[src/design/dlh_pkg.sv]
// Constants and carrier types shared by the descriptor list handler
package dlh_pkg;

  // Register bus offsets
  localparam logic [7:0] OFF_CTRL = 8'h00;
  localparam logic [7:0] OFF_STAT = 8'h04;
  localparam logic [7:0] OFF_TXDP = 8'h08;
  localparam logic [7:0] OFF_RXDP = 8'h0C;
  localparam logic [7:0] OFF_ISR = 8'h10;
  localparam logic [7:0] OFF_IMR = 8'h14;

  // Control register fields
  localparam int CTRL_TX_RUN = 0;
  localparam int CTRL_RX_RUN = 1;
  localparam int CTRL_LEGACY = 2;

  // Event bits of status and mask registers
  localparam int EVT_W = 4;
  localparam int EVT_TX_DESC = 0;
  localparam int EVT_RX_DESC = 1;
  localparam int EVT_TX_IDLE = 2;
  localparam int EVT_RX_IDLE = 3;

  // Descriptor word offsets, byte units
  localparam logic [31:0] DESC_LINK = 32'h0000_0000;
  localparam logic [31:0] DESC_CMDSTS = 32'h0000_0004;
  localparam logic [31:0] DESC_BUF = 32'h0000_0008;
  localparam logic [31:0] DESC_BUF_LEGACY = 32'h0000_000C;

  // Reset values
  localparam logic [31:0] PTR_RESET = 32'h0000_0000;
  localparam logic [EVT_W-1:0] EVT_RESET = 4'h0;
  localparam logic [11:0] STATUS_NONE = 12'h000;

  // Command and status word, same for transmit and receive
  typedef struct packed {
    logic own;
    logic more;
    logic completion_irq_request;
    logic fcs;
    logic [11:0] status;
    logic [15:0] size;
  } dlh_cmdsts_t;

  // Bus master request towards host memory
  typedef struct packed {
    logic req;
    logic we;
    logic [31:0] addr;
    logic [31:0] wdata;
  } dlh_mem_req_t;

  // Fragment handed to the data path
  typedef struct packed {
    logic valid;
    logic is_rx;
    logic [31:0] addr;
    logic [15:0] count;
    logic omit_fcs_flag;
    logic fcs_included_flag;
  } dlh_frag_t;

  // Data path answer for a finished fragment
  typedef struct packed {
    logic last;
    logic [11:0] status;
    logic [15:0] size;
  } dlh_frag_result_t;

  // Walker states
  typedef enum logic [5:0] {
    ST_IDLE = 6'b00_0001,
    ST_RD_LINK = 6'b00_0010,
    ST_RD_CMD = 6'b00_0100,
    ST_RD_BUF = 6'b00_1000,
    ST_XFER = 6'b01_0000,
    ST_WR_CMD = 6'b10_0000
  } dlh_state_t;

endpackage : dlh_pkg

[src/design/dlh_descriptor_list_handler.sv]
// Descriptor list walker with register bus and interrupt
`timescale 1ns/1ps
`default_nettype none
module dlh_descriptor_list_handler
  import dlh_pkg::*;
(
  // Clock and reset
  input wire logic sys_clk,
  input wire logic rst_n,
  // Register bus
  input wire logic [7:0] reg_addr,
  input wire logic [31:0] reg_wdata,
  input wire logic reg_wr,
  input wire logic reg_rd,
  output logic [31:0] reg_rdata,
  // Host memory master
  output dlh_mem_req_t mem_req,
  input wire logic mem_ack,
  input wire logic [31:0] mem_rdata,
  // Fragment data path
  output dlh_frag_t frag,
  input wire logic frag_done,
  input wire dlh_frag_result_t frag_result,
  // Interrupt
  output logic irq
);

  dlh_state_t state;
  logic tx_run;
  logic rx_run;
  logic legacy_layout_enable;
  logic [31:0] tx_ptr;
  logic [31:0] rx_ptr;
  logic [31:0] desc_base;
  logic [31:0] link_reg;
  logic cur_rx;
  dlh_cmdsts_t cmd;
  dlh_cmdsts_t rd_cmd;
  dlh_cmdsts_t next_cmd;
  logic owned;
  logic stop_now;
  logic adv_now;
  logic [EVT_W-1:0] evt;
  logic [EVT_W-1:0] isr;
  logic [EVT_W-1:0] imr;
  logic wr_ctrl;
  logic wr_txdp;
  logic wr_rxdp;
  logic wr_isr;
  logic wr_imr;

  // Register write decode
  always_comb begin
    wr_ctrl = reg_wr && (reg_addr == OFF_CTRL);
    wr_txdp = reg_wr && (reg_addr == OFF_TXDP);
    wr_rxdp = reg_wr && (reg_addr == OFF_RXDP);
    wr_isr = reg_wr && (reg_addr == OFF_ISR);
    wr_imr = reg_wr && (reg_addr == OFF_IMR);
  end

  // Ownership test and list progress
  always_comb begin
    rd_cmd = dlh_cmdsts_t'(mem_rdata);
    // Device consumes transmit (own=1) and produces receive (own=0)
    owned = cur_rx ? !rd_cmd.own : rd_cmd.own;
    stop_now = (state == ST_RD_CMD) && mem_ack && !owned;
    adv_now = (state == ST_WR_CMD) && mem_ack;
  end

  // Write-back word returned to the list
  always_comb begin
    next_cmd = cmd;
    if (cur_rx) begin
      next_cmd.own = 1'b1;
      next_cmd.more = !frag_result.last;
      next_cmd.fcs = 1'b1;
      next_cmd.size = frag_result.size;
      next_cmd.status = frag_result.last ? frag_result.status
                                          : STATUS_NONE;
    end else begin
      next_cmd.own = 1'b0;
      next_cmd.status = cmd.more ? STATUS_NONE
                                 : frag_result.status;
    end
  end

  // Run bits; software start wins over a hardware stop
  always_ff @(posedge sys_clk or negedge rst_n) begin
    if (!rst_n) begin
      tx_run <= 1'b0;
    end else if (wr_ctrl && reg_wdata[CTRL_TX_RUN]) begin
      tx_run <= 1'b1;
    end else if (stop_now && !cur_rx) begin
      tx_run <= 1'b0;
    end
  end

  always_ff @(posedge sys_clk or negedge rst_n) begin
    if (!rst_n) begin
      rx_run <= 1'b0;
    end else if (wr_ctrl && reg_wdata[CTRL_RX_RUN]) begin
      rx_run <= 1'b1;
    end else if (stop_now && cur_rx) begin
      rx_run <= 1'b0;
    end
  end

  // Layout select
  always_ff @(posedge sys_clk or negedge rst_n) begin
    if (!rst_n) begin
      legacy_layout_enable <= 1'b0;
    end else if (wr_ctrl) begin
      legacy_layout_enable <= reg_wdata[CTRL_LEGACY];
    end
  end

  // List pointers; hardware advance has priority
  always_ff @(posedge sys_clk or negedge rst_n) begin
    if (!rst_n) begin
      tx_ptr <= PTR_RESET;
    end else if (adv_now && !cur_rx) begin
      tx_ptr <= link_reg;
    end else if (wr_txdp && !tx_run) begin
      tx_ptr <= {reg_wdata[31:2], 2'b00};
    end
  end

  always_ff @(posedge sys_clk or negedge rst_n) begin
    if (!rst_n) begin
      rx_ptr <= PTR_RESET;
    end else if (adv_now && cur_rx) begin
      rx_ptr <= link_reg;
    end else if (wr_rxdp && !rx_run) begin
      rx_ptr <= {reg_wdata[31:2], 2'b00};
    end
  end

  // Walker sequencing, one descriptor at a time
  always_ff @(posedge sys_clk or negedge rst_n) begin
    if (!rst_n) begin
      state <= ST_IDLE;
      cur_rx <= 1'b0;
      desc_base <= PTR_RESET;
    end else begin
      unique case (state)
        ST_IDLE: begin
          // Same fetch sequence serves both lists
          if (tx_run) begin
            cur_rx <= 1'b0;
            desc_base <= tx_ptr;
            state <= ST_RD_LINK;
          end else if (rx_run) begin
            cur_rx <= 1'b1;
            desc_base <= rx_ptr;
            state <= ST_RD_LINK;
          end
        end
        ST_RD_LINK: begin
          if (mem_ack) begin
            state <= ST_RD_CMD;
          end
        end
        ST_RD_CMD: begin
          if (mem_ack) begin
            state <= owned ? ST_RD_BUF : ST_IDLE;
          end
        end
        ST_RD_BUF: begin
          if (mem_ack) begin
            state <= ST_XFER;
          end
        end
        ST_XFER: begin
          if (frag_done) begin
            state <= ST_WR_CMD;
          end
        end
        ST_WR_CMD: begin
          if (mem_ack) begin
            state <= ST_IDLE;
          end
        end
        default: begin
          state <= ST_IDLE;
        end
      endcase
    end
  end

  // Link and command words of the current descriptor
  always_ff @(posedge sys_clk or negedge rst_n) begin
    if (!rst_n) begin
      link_reg <= PTR_RESET;
      cmd <= '0;
    end else if (state == ST_RD_LINK && mem_ack) begin
      link_reg <= {mem_rdata[31:2], 2'b00};
    end else if (state == ST_RD_CMD && mem_ack) begin
      cmd <= rd_cmd;
    end else if (state == ST_XFER && frag_done) begin
      cmd <= next_cmd;
    end
  end

  // Host memory request, held until acknowledged
  always_ff @(posedge sys_clk or negedge rst_n) begin
    if (!rst_n) begin
      mem_req <= '0;
    end else begin
      unique case (state)
        ST_IDLE: begin
          if (tx_run || rx_run) begin
            mem_req.req <= 1'b1;
            mem_req.we <= 1'b0;
            mem_req.addr <= (tx_run ? tx_ptr : rx_ptr) + DESC_LINK;
          end
        end
        ST_RD_LINK: begin
          if (mem_ack) begin
            mem_req.addr <= desc_base + DESC_CMDSTS;
          end
        end
        ST_RD_CMD: begin
          if (mem_ack && owned) begin
            // Count word at 08h is never read in legacy layout
            mem_req.addr <= desc_base + (legacy_layout_enable
              ? DESC_BUF_LEGACY : DESC_BUF);
          end else if (mem_ack) begin
            mem_req.req <= 1'b0;
          end
        end
        ST_RD_BUF: begin
          if (mem_ack) begin
            mem_req.req <= 1'b0;
          end
        end
        ST_XFER: begin
          if (frag_done) begin
            mem_req.req <= 1'b1;
            mem_req.we <= 1'b1;
            mem_req.addr <= desc_base + DESC_CMDSTS;
            mem_req.wdata <= next_cmd;
          end
        end
        ST_WR_CMD: begin
          if (mem_ack) begin
            mem_req.req <= 1'b0;
            mem_req.we <= 1'b0;
          end
        end
        default: begin
          mem_req <= '0;
        end
      endcase
    end
  end

  // Fragment handed to the data path
  always_ff @(posedge sys_clk or negedge rst_n) begin
    if (!rst_n) begin
      frag <= '0;
    end else if (state == ST_RD_BUF && mem_ack) begin
      // One fragment per descriptor
      frag.valid <= 1'b1;
      frag.is_rx <= cur_rx;
      // Transmit keeps byte offset; receive assumed word aligned
      frag.addr <= cur_rx ? {mem_rdata[31:2], 2'b00}
                          : mem_rdata;
      frag.count <= cmd.size;
      frag.omit_fcs_flag <= !cur_rx && cmd.fcs;
      frag.fcs_included_flag <= cur_rx;
    end else if (state != ST_XFER || frag_done) begin
      frag.valid <= 1'b0;
    end
  end

  // Event pulses into the sticky status
  always_comb begin
    evt = EVT_RESET;
    evt[EVT_TX_DESC] = adv_now && !cur_rx && cmd.completion_irq_request;
    evt[EVT_RX_DESC] = adv_now && cur_rx && cmd.completion_irq_request;
    evt[EVT_TX_IDLE] = stop_now && !cur_rx;
    evt[EVT_RX_IDLE] = stop_now && cur_rx;
  end

  dlh_event_irq #(
    .N(EVT_W)
  ) u_irq (
    .sys_clk(sys_clk),
    .rst_n(rst_n),
    .evt(evt),
    .wr_status(wr_isr),
    .wr_mask(wr_imr),
    .wdata(reg_wdata[EVT_W-1:0]),
    .status(isr),
    .mask(imr),
    .irq(irq)
  );

  // Read data, valid only the cycle after the strobe
  always_ff @(posedge sys_clk or negedge rst_n) begin
    if (!rst_n) begin
      reg_rdata <= 32'h0000_0000;
    end else if (reg_rd) begin
      unique case (reg_addr)
        OFF_CTRL: begin
          reg_rdata <= {29'h000_0000, legacy_layout_enable, rx_run, tx_run};
        end
        OFF_STAT: begin
          reg_rdata <= {25'h000_0000, cur_rx, state};
        end
        OFF_TXDP: begin
          reg_rdata <= tx_ptr;
        end
        OFF_RXDP: begin
          reg_rdata <= rx_ptr;
        end
        OFF_ISR: begin
          reg_rdata <= {28'h000_0000, isr};
        end
        OFF_IMR: begin
          reg_rdata <= {28'h000_0000, imr};
        end
        default: begin
          reg_rdata <= 32'h0000_0000;
        end
      endcase
    end else begin
      reg_rdata <= 32'h0000_0000;
    end
  end

endmodule : dlh_descriptor_list_handler
`default_nettype wire

[src/design/dlh_event_irq.sv]
// Sticky event status, mask and level interrupt
`timescale 1ns/1ps
`default_nettype none
module dlh_event_irq #(
  parameter int N = 4
) (
  // Clock and reset
  input wire logic sys_clk,
  input wire logic rst_n,
  // Events and software access
  input wire logic [N-1:0] evt,
  input wire logic wr_status,
  input wire logic wr_mask,
  input wire logic [N-1:0] wdata,
  // State and interrupt
  output logic [N-1:0] status,
  output logic [N-1:0] mask,
  output logic irq
);

  logic [N-1:0] next_status;
  logic [N-1:0] next_mask;

  // Set wins over a write-one clear in the same cycle
  always_comb begin
    next_status = (status & ~(wr_status ? wdata : '0)) | evt;
    next_mask = wr_mask ? wdata : mask;
  end

  always_ff @(posedge sys_clk or negedge rst_n) begin
    if (!rst_n) begin
      status <= '0;
      mask <= '0;
      irq <= 1'b0;
    end else begin
      status <= next_status;
      mask <= next_mask;
      irq <= |(next_status & next_mask);
    end
  end

endmodule : dlh_event_irq
`default_nettype wire

[config.mk]
export PLATFORM = sky130hd
export DESIGN_NAME = dlh_descriptor_list_handler
export DESIGN_NICKNAME = d
export VERILOG_FILES = /design/src/design/dlh_pkg.sv /design/src/design/dlh_descriptor_list_handler.sv /design/src/design/dlh_event_irq.sv
export SDC_FILE = /design/constraint.sdc
export NUM_CORES = 1
export LEC_CHECK = 0
export BUFFER_PORTS_ARGS = -buffer_cell sky130_fd_sc_hd__buf_2
export CAP_MARGIN = 20
export CORE_UTILIZATION = 25
export DETAILED_ROUTE_END_ITERATION = 8
export PLACE_DENSITY_LB_ADDON = 0.05
export SETUP_SLACK_MARGIN = 0.1
export SYNTH_ARGS = -nofsm -noshare
export SYNTH_HDL_FRONTEND = slang
export SYNTH_HIERARCHICAL = 1
export SYNTH_SLANG_ARGS = --single-unit
export TNS_END_PERCENT = 10
[constraint.sdc]
create_clock -name sys_clk -period 9.8 [get_ports sys_clk]
set_clock_uncertainty 0.05 [all_clocks]
set_input_delay 0.98 -clock sys_clk [delete_from_list [all_inputs] [get_ports sys_clk]]
set_output_delay 0.98 -clock sys_clk [all_outputs]
set_load 0.1 [all_outputs]
Word level (Yosys, flattened, before mapping)
Cells that the tools add are included.

Flip-flop bits (word level): 313. Bits of input ports: 107. Output and inout port bits: 151. Logic and storage cells: 160.

$add $sub $neg: 2. Equal/unequal tests: 21. Multiplexer cells: 51. Bitwise operators: 9. Reductions and logical operators: 51.

Operators by type and width (count): 32-bit two-way mux (10); 32-bit one-hot mux with 6 select lines (1); 32-bit one-hot mux with 5 select lines (1); 66-bit two-way mux (1); 32-bit one-hot mux with 2 select lines (1); 31-bit two-way mux (2); 6-bit two-way mux (7); 12-bit two-way mux (3); 6-bit one-hot mux with 6 select lines (1); 34-bit two-way mux (1); 32-bit by 3-bit adder with 32-bit output, second input constant (1); 32-bit by 4-bit adder with 32-bit output (1); 1-bit logical AND (23); 8-bit by 4-bit equality test with 1-bit output, second input constant (2); 8-bit by 5-bit equality test with 1-bit output, second input constant (2); 16-bit two-way mux (1); 1-bit two-way mux (14); 2-bit inequality test, second input constant (7); 2-bit nonzero test (7); 4-bit two-way mux (3); 5-bit AND reduction (2); 4-bit AND (2); 8-bit by 3-bit equality test with 1-bit output, second input constant (1); 8-bit logical NOT (1); other kinds (25) (39).

Longest topological paths before layout
Gate-level depths: netlist of the first run.

Depth in word-level cells: 8. Mapped depth: 12. Mapped depth without buffers: 10.

Hierarchy
The synthesis of the first run kept the hierarchy.

Modules (own cells, without submodules): dlh_descriptor_list_handler (instances 1, cells an instance 1267, area an instance 13874.6 µm², seq. area each 7408.4 µm²); dlh_event_irq (instances 1, cells an instance 26, area an instance 362.8 µm², seq. area each 225.2 µm²).

Worst setup path before layout of the first run
No wires, ideal clock.

Path kind: register -> register. From: register state[0]. To: register mem_req[54] (netlist bit). Setup time: 126 ps. Arrival time: 3137 ps. Required time: 9624 ps. Path slack: 6487 ps. Cell stages (with the launch flop): 13. Path buffers: 2. Clock period less this slack: 3313 ps. Cell sequence: dfstp_2 buf_2 or4_1 or2_2 nand2b_1 ha_1 fa_1 and4_1 nand3_1 clkbuf_1 o311ai_0 o221ai_1 mux2_4.

Longest elaborated chain between the ends: 4. Elaborated cells on any way between the ends: 14.

Ends and longest elaborated chain: start: declaration (line dlh_descriptor_list_handler.sv:28) `dlh_state_t state;`; start signal: assignment (line dlh_descriptor_list_handler.sv:165) `state <= owned ? ST_RD_BUF : ST_IDLE;`; 6-bit equality test or 6-bit by 4-bit equality test with 1-bit output (tied branches) (line dlh_descriptor_list_handler.sv:209) `unique case (state)`; 2-bit OR reduction (no line); 1-bit inverter (no line); 5-bit AND reduction (no line); end: declaration (line dlh_descriptor_list_handler.sv:17) `output dlh_mem_req_t mem_req,`.

Several ways; a longest one is shown, not always the timed one. A chain may end at the register's enable or synchronous reset.

Worst setup path in the final report of the first run
From: register state[3]. To: register mem_req[54] (netlist bit).

The elaborated chain is that of the path after synthesis.

==> results.py, run 1 <==
metrics = {
    "power": {
        "p_per_area_nw_per_um2": 296,
        "p_int_uw": 2990,
        "seq_power_share": 0.344,
        "switching_share": 0.427,
        "max-vdd-ir-drop_uv": 183,
        "p_switching_uw": 2230,
        "p_clk_frac": 0.287,
        "power_frac_comb": 0.369,
        "p_leak_uw": 0.00874,
        "finalPower_uw": 5220,
    },
    "layout": {
        "largest_reg_flops": 64,
        "top_register": "mem_req",
        "layout-drive-gt1-share": 0.316,
        "fin_nets": 1631,
        "final_area_um2": 17600,
        "finalNonFillerCells": 2308,
        "top_regs": "mem_req: 64 flops, frag: 51 flops, reg_rdata: 32 flops",
        "area_growth_pct": 23.7,
    },
    "yosys": {
        "synth_edf_count": 0,
        "netlist_instances": 1293,
        "synth.distinct_cells": 75,
        "synth_seq_area_share": 0.536,
        "ys_warn_count": 6,
        "synthFlopType": "dfrtp_1",
        "syn_area_per_cell_um2": 11.0,
        "syn-cell-area_um2": 14200,
        "ys_ff_latch": 305,
        "synthArstFlopShare": 1.00,
    },
    "placed_design": {
        "port_buffers": 255,
        "finalWeightedCongestion": 0.815,
        "post-dp-hpwl_um": 35300,
        "place_area_um2": 16300,
        "dp_slack_ps": 6000,
        "post-place-cells": 2235,
    },
    "critical_path": {
        "reg2reg_to": "mem_req[54]",
        "crit_type": "flop to flop",
        "reg2reg_from": "state[3]",
        "cp.arrival_ps": 4180,
        "critPathLaunchType": "flop",
        "r2r_cells": 10,
        "r2r_slack_ps": 6010,
        "end_kind": "flop",
        "cp_max_fo": 11,
        "worstPathRequired_ps": 10200,
    },
    "global_routing": {
        "grt_pass1_vias": 11000,
        "grt_overflow": 0,
        "grt_max_degree": 140,
        "grt_pass1_wl_um": 74600,
        "track_usage": 0.174,
        "grt_antenna_before_repair": 12,
    },
    "clock_network": {
        "cts_tree": "yes",
        "cts_buffers": 40,
        "numClockSinks": 305,
        "postCtsHoldBufs": 0,
        "clk_pin_slew_ps": 60,
        "clk_latency_ps": 560,
        "clockBufferDepth": 3,
        "htree_levels": 2,
        "cts_root_buf": "clkbuf_16",
        "cts_resized": 0,
        "cts_setup_buffers": 0,
    },
    "routing": {
        "viasPerCell": 4.67,
        "num_vias": 10800,
        "route.final.wire_length_um": 50100,
        "final_antenna_net_count": 0,
        "drc": 0,
        "wl_per_cell_um": 21.7,
        "dr.pass1.iters": 5,
        "drtIter0Drc": 695,
    },
    "sta": {
        "rsz0062_at_grt": "no",
        "tns_ps": 0,
        "tightest_slew_ps": 966,
        "slew_headroom": 0.356,
        "hold_violations": 0,
        "setup_ws_ps": 6010,
        "finalCritPeriodShare": 0.386,
        "setup_viol": 0,
        "fmaxAchievable_mhz": 264,
        "drv_slew": 0,
        "finalCriticalPeriod_ps": 3790,
    },
    "floorplan": {
        "coreArea_um2": 56300,
        "row_count": 87,
        "die_y_um": 241,
        "die_w_um": 241,
        "initial_utilization": 0.253,
        "dieArea_um2": 57900,
        "io-pin-count": 258,
    },
    "job": {
        "maxCapViolCount": 0,
    },
    "hold_path": {
        "hp-class": "input pin to asynchronous set/reset pin",
    },
    "status": {
        "status": "complete, no violations",
    },
}
==> critical path, cell delays in order, from the launching register on <==
cell and delay [ps]:
dfrtp_1 510, or4_1 630, or2_2 370, nand2b_1 90
ha_1 200, fa_1 270, and4_1 300, nand3_1 380
o311ai_0 420, o221ai_1 180, mux2_4 270
==> kinds of logic (layout without fill, tap and decap cells) <==
logic type / Yosys count / in the layout / synth area share
other cells: 1 / 5 / 0.000263
xor+xnor: 15 / 15 / 0.00923
simple gates: 347 / 347 / 0.115
buf+inv: 115 / 370 / 0.0347
flops: 305 / 305 / 0.536
mux: 241 / 241 / 0.186
fa+ha+maj: 3 / 3 / 0.00316
compound gates: 266 / 266 / 0.115
==> cells in the final DEF (no fill, tap or decap), types with 4 or more instances in the layout <==
cell	synthesis	layout
a21boi_0	5	5
a21oi_1	95	95
a22oi_1	27	27
a2bb2oi_1	5	4
a31oi_1	11	11
and3_1	6	6
and4_1	6	6
buf_2	20	254
buf_4	4	21
clkbuf_1	61	6
clkbuf_16	0	41
clkbuf_8	0	8
clkinv_2	0	8
dfrtp_1	304	303
inv_1	21	21
mux2_2	102	102
mux2_4	15	15
mux2i_1	119	119
nand2_1	77	77
nand2b_1	5	5
nand3_1	20	20
nand4_1	14	14
nor2_1	145	145
nor2b_1	4	4
nor3_1	19	19
nor4_1	12	10
nor4_2	2	4
o21ai_0	46	46
o21ai_1	12	12
o22ai_1	29	29
o31a_1	6	6
or2_2	5	5
or3_1	10	10
or4_1	4	4
xnor2_1	10	10
xor2_1	5	5
==> worst max path at each step <==
| stage | slack (ps) | cells after the start | start | end |
|---|---|---|---|---|
| 6_report | 6010 | 10 | state[3] | mem_req[54] |
| 5_1_grt | 5730 | 10 | state[3] | mem_req[54] |
| 4_1_cts | 5990 | 10 | state[3] | mem_req[54] |
| 3_5_place_dp | 6000 | 10 | state[3] | mem_req[54] |
| 3_3_place_gp | 6110 | 10 | state[3] | mem_req[54] |
| 2_1_floorplan | 6490 | 12 | state[0] | mem_req[54] |
==> final cells by class <==
| type | instances | area (um2) |
|---|---|---|
| antenna | 3 | 7.51 |
| clock inverter | 15 | 164 |
| multi-input combinational | 874 | 6150 |
| fill | 5880 | 38700 |
| tap | 756 | 946 |
| sequential | 305 | 7630 |
| timing repair buffer | 277 | 1460 |
| inverter | 23 | 86.3 |
| clock buffer | 55 | 1160 |
==> synth_stat cells (6+ instances only) <==
cell | count | area share
nor3_1 | 19 | 0.0067
or3_1 | 10 | 0.0044
xnor2_1 | 10 | 0.0062
mux2_2 | 102 | 0.081
inv_1 | 21 | 0.0055
o31a_1 | 6 | 0.0037
clkbuf_1 | 61 | 0.016
a21oi_1 | 95 | 0.033
nor2_1 | 145 | 0.038
a22oi_1 | 27 | 0.014
nor4_1 | 12 | 0.0053
a31oi_1 | 11 | 0.0048
o21ai_1 | 12 | 0.0042
nand4_1 | 14 | 0.0062
mux2_4 | 15 | 0.016
nand2_1 | 77 | 0.020
and4_1 | 6 | 0.0037
o21ai_0 | 46 | 0.016
and3_1 | 6 | 0.0026
dfrtp_1 | 304 | 0.53
nand3_1 | 20 | 0.0070
buf_2 | 20 | 0.0070
mux2i_1 | 119 | 0.084
o22ai_1 | 29 | 0.013
==> layer usage <==
layer  global-route usage  share of wire  vias to the layer above
met4               0.0394          0.017                       14
met2                0.260           0.44                      247
met1                0.248           0.48                     5353
met3               0.0470          0.058                       67
li1                     -              -                     5102
met5                    0         0.0019                        -
==> per-stage QoR <==
step,hold WS [ps],util
2_1_floorplan,412,-
3_3_place_gp,411,0.289
3_5_place_dp,422,0.289
4_1_cts,429,0.313
5_1_grt,459,0.313
6_report,384,0.313
==> power groups by stage <==
stage / logic, uW / registers [uW] / clock network, uW
floorplan: 903 / 2350 / 0
global placement: 1950 / 1810 / 0
detailed placement: 1950 / 1820 / 0
CTS: 1960 / 1800 / 1560
global route: 2060 / 1840 / 1600
finish: 1930 / 1790 / 1500
Note: power is estimated with default switching activity, not from simulation.
==> run 2, diff against run 1 <==
ABC_AREA = 1   (was unset)
clock period = 3.8 ns   (was 9.8 ns; I/O delays follow)
==> run 2 against run 1 <==
  * Critical path depth is 9 higher
  * Count of clock-buffer cells in the layout is 2 lower
  * Routed wire length is 9.6% higher
  * Sequential share of layout area is 1.1 points lower
  * Non-clock buffer count is 15 higher
  * Worst setup slack worse by 5400 ps
  * Combinational power grew to 2.8 times the previous value
  * Global-route usage is 1.2 points higher
  * Critical endpoint is now mem_req[56]
==> results.py, run 2 <==
metrics = {
    "status": {
        "status": "complete, no violations",
    },
    "clock_network": {
        "numClockSinks": 305,
        "clk_pin_slew_ps": 60,
        "cts_root_buf": "clkbuf_16",
        "clockBufferDepth": 3,
        "cts_setup_buffers": 0,
        "clk_latency_ps": 570,
        "htree_levels": 2,
        "cts_tree": "yes",
        "cts_buffers": 40,
    },
    "routing": {
        "dr.pass1.iters": 5,
        "viasPerCell": 4.52,
        "drtIter0Drc": 862,
        "final_antenna_net_count": 0,
        "route.final.wire_length_um": 54900,
        "wl_per_cell_um": 19.1,
        "drc": 0,
        "num_vias": 13000,
    },
    "placed_design": {
        "dp_slack_ps": 635,
        "finalWeightedCongestion": 0.861,
        "port_buffers": 255,
        "post-dp-hpwl_um": 38400,
    },
    "critical_path": {
        "crit_chain": "inv_1, nand2_1, nor3_2, nand2_1, nand2_1, inv_1, nand2_1, ha_1, fa_1, nand3_1, inv_1, nand2_1, nor2_1, nand2_1, nand2_1, nand3_1, nand2_1, nand2_1, nand2_1",
        "crit_type": "flop to flop",
        "end_kind": "flop",
        "worstPathRequired_ps": 4190,
        "critPathLaunchType": "flop",
        "critPathSlowestCell": "dfstp_2",
        "cp.arrival_ps": 3550,
        "critPathMaxStageDelay_ps": 550,
        "r2r_slack_ps": 640,
        "cpMostUsedCell": "nand2_1",
        "cp_max_fo": 7,
    },
    "layout": {
        "area_growth_pct": 24.4,
        "top_register": "mem_req",
        "n_fill_cell": 6216,
        "layout_common_cells": "nand2_1 (652), dfrtp_1 (304), buf_2 (254), inv_1 (154), nand3_1 (153)",
        "top_regs": "mem_req: 64 flops, frag: 51 flops, reg_rdata: 32 flops",
        "layout-drive-gt1-share": 0.184,
        "multi_input_area_um2": 5860,
        "fin_nets": 2192,
        "largest_reg_flops": 64,
        "layout_commonest_cell": "nand2_1",
        "seq_area_um2": 7630,
    },
    "yosys": {
        "synthTopCellsByCount": "nand2_1 (652), dfrtp_1 (304), nand3_1 (155), inv_1 (154), o21ai_0 (141)",
        "synth_seq_area_share": 0.525,
        "netlist.area_leader.share": 0.524,
        "ys_ff_latch": 305,
        "synth_top_cells_by_area": "dfrtp_1 (52%), nand2_1 (17%), nand3_1 (5.3%)",
        "ys_warn_count": 6,
        "synth.distinct_cells": 38,
        "synth_edf_count": 0,
        "syn_area_per_cell_um2": 7.90,
        "synth_most_common_cell": "nand2_1",
        "synthArstFlopShare": 1.00,
        "netlist_instances": 1840,
        "syn-cell-area_um2": 14500,
        "synth_area_leader_cell": "dfrtp_1",
        "synthFlopType": "dfrtp_1",
    },
    "global_routing": {
        "grt_pass1_wl_um": 83200,
        "use_met3": 0.0376,
        "grt_pass1_vias": 13000,
        "track_usage": 0.186,
        "grt_use_met2": 0.282,
        "grt_max_degree": 84,
        "grt_use_met1": 0.261,
        "grt_overflow": 0,
        "grt_antenna_before_repair": 8,
        "grt_busiest_layer": "met2",
    },
    "floorplan": {
        "initial_utilization": 0.252,
        "die_w_um": 243,
        "io-pin-count": 258,
        "die_y_um": 243,
        "dieArea_um2": 59100,
        "row_count": 88,
        "coreArea_um2": 57600,
    },
    "sta": {
        "rsz0062_at_grt": "no",
        "tightest_slew_ps": 1060,
        "fmaxAchievable_mhz": 316,
        "slew_headroom": 0.294,
        "tns_ps": 0,
        "drv_slew": 0,
        "finalCriticalPeriod_ps": 3160,
        "setup_viol": 0,
        "setup_ws_ps": 638,
        "hold_violations": 0,
        "finalCritPeriodShare": 0.832,
    },
    "hold_path": {
        "hp-class": "input pin to flop",
    },
    "power": {
        "p_leak_uw": 0.00908,
        "p_per_area_nw_per_um2": 779,
        "max-vdd-ir-drop_uv": 472,
    },
    "job": {
        "maxCapViolCount": 0,
    },
}
==> run 2: cell types whose count changed in the layout (fill, tap and decap cells not counted), sizes merged, moves of 27 or more <==
cell / before / now
o21ai: 61 / 164
mux2i: 119 / 16
mux2: 119 / 0
o211ai: 2 / 39
nand3b: 2 / 31
nor2: 146 / 114
inv: 24 / 168
a21oi: 95 / 57
nand3: 20 / 158
a22oi: 27 / 0
nand2: 77 / 658
==> run 2: cells by family (layout without fill, tap and decap cells) <==
logic type	after synthesis	after routing	share of synthesized area
fa+ha+maj	3	3	0.00310
flops	305	305	0.525
simple gates	976	976	0.281
other cells	1	3	0.000258
mux	16	16	0.0110
buf+inv	259	531	0.0730
compound gates	279	279	0.105
xor+xnor	1	1	0.000603
==> run 2: path summary, 6_finish.rpt <==
check,start,to,depth (start not counted)
min in group asynchronous,rst_n,u_irq/irq,2
setup reg to reg,state[0],mem_req[56],19
setup / recovery,state[0],mem_req[56],19
max in group asynchronous,rst_n,frag[36],3
hold / removal,reg_wdata[15],tx_ptr[15],3
hold reg to reg,mem_req[45],mem_req[45],2
==> run 2: metrics by stage <==
stage                      util  cells  cell area, um2  power [uW]  hold WS [ps]
after floorplan               -   1841           14500        8750          34.4
after global placement    0.288   2793           16600       10300           391
after detailed placement  0.288   2793           16600       10300           384
after CTS                 0.314   2878           18100       14300          1.32
after global routing      0.314   2879           18100       14900          33.5
final                     0.314   2879           18100       14100          35.7
==> run 2: per-layer routing <==
metal	vias up	part of all wire	wire, um
met5	-	0.0014	79
met4	12	0.028	1560
met2	329	0.44	24200
li1	6375	-	-
met3	89	0.056	3080
met1	6208	0.47	26000
==> run 2: worst max-delay path: cells and delay by family (launching register included) <==
| family | cells | cell delay (ps) |
|---|---|---|
| adders and majority gates | 2 | 630 |
| buffers and inverters | 3 | 350 |
| DFF | 1 | 550 |
| and+or+nand+nor | 14 | 1440 |
==> run 2: cell type report <==
type                    count  share of cell area
diodes                      1            0.000138
clock buffers              53              0.0654
clock inverters            20              0.0101
inverters                 166              0.0345
multi-input cells        1277               0.324
flip-flops and latches    305               0.422
well taps                 765              0.0530
repair buffers            292              0.0903
==> run 2: power by group <==
part	switching, uW	internal [uW]	total (uW)
Clock	1550	2390	3940
Combinational	4400	1060	5470
Sequential	664	4010	4670
Total	6620	7460	14100
==> run 2: what timing repair did <==
action,4_1_cts,5_1_grt
resized for setup,0,0
hold endpoints to repair,88,0
hold buffers,12,0
setup endpoints to repair,0,0
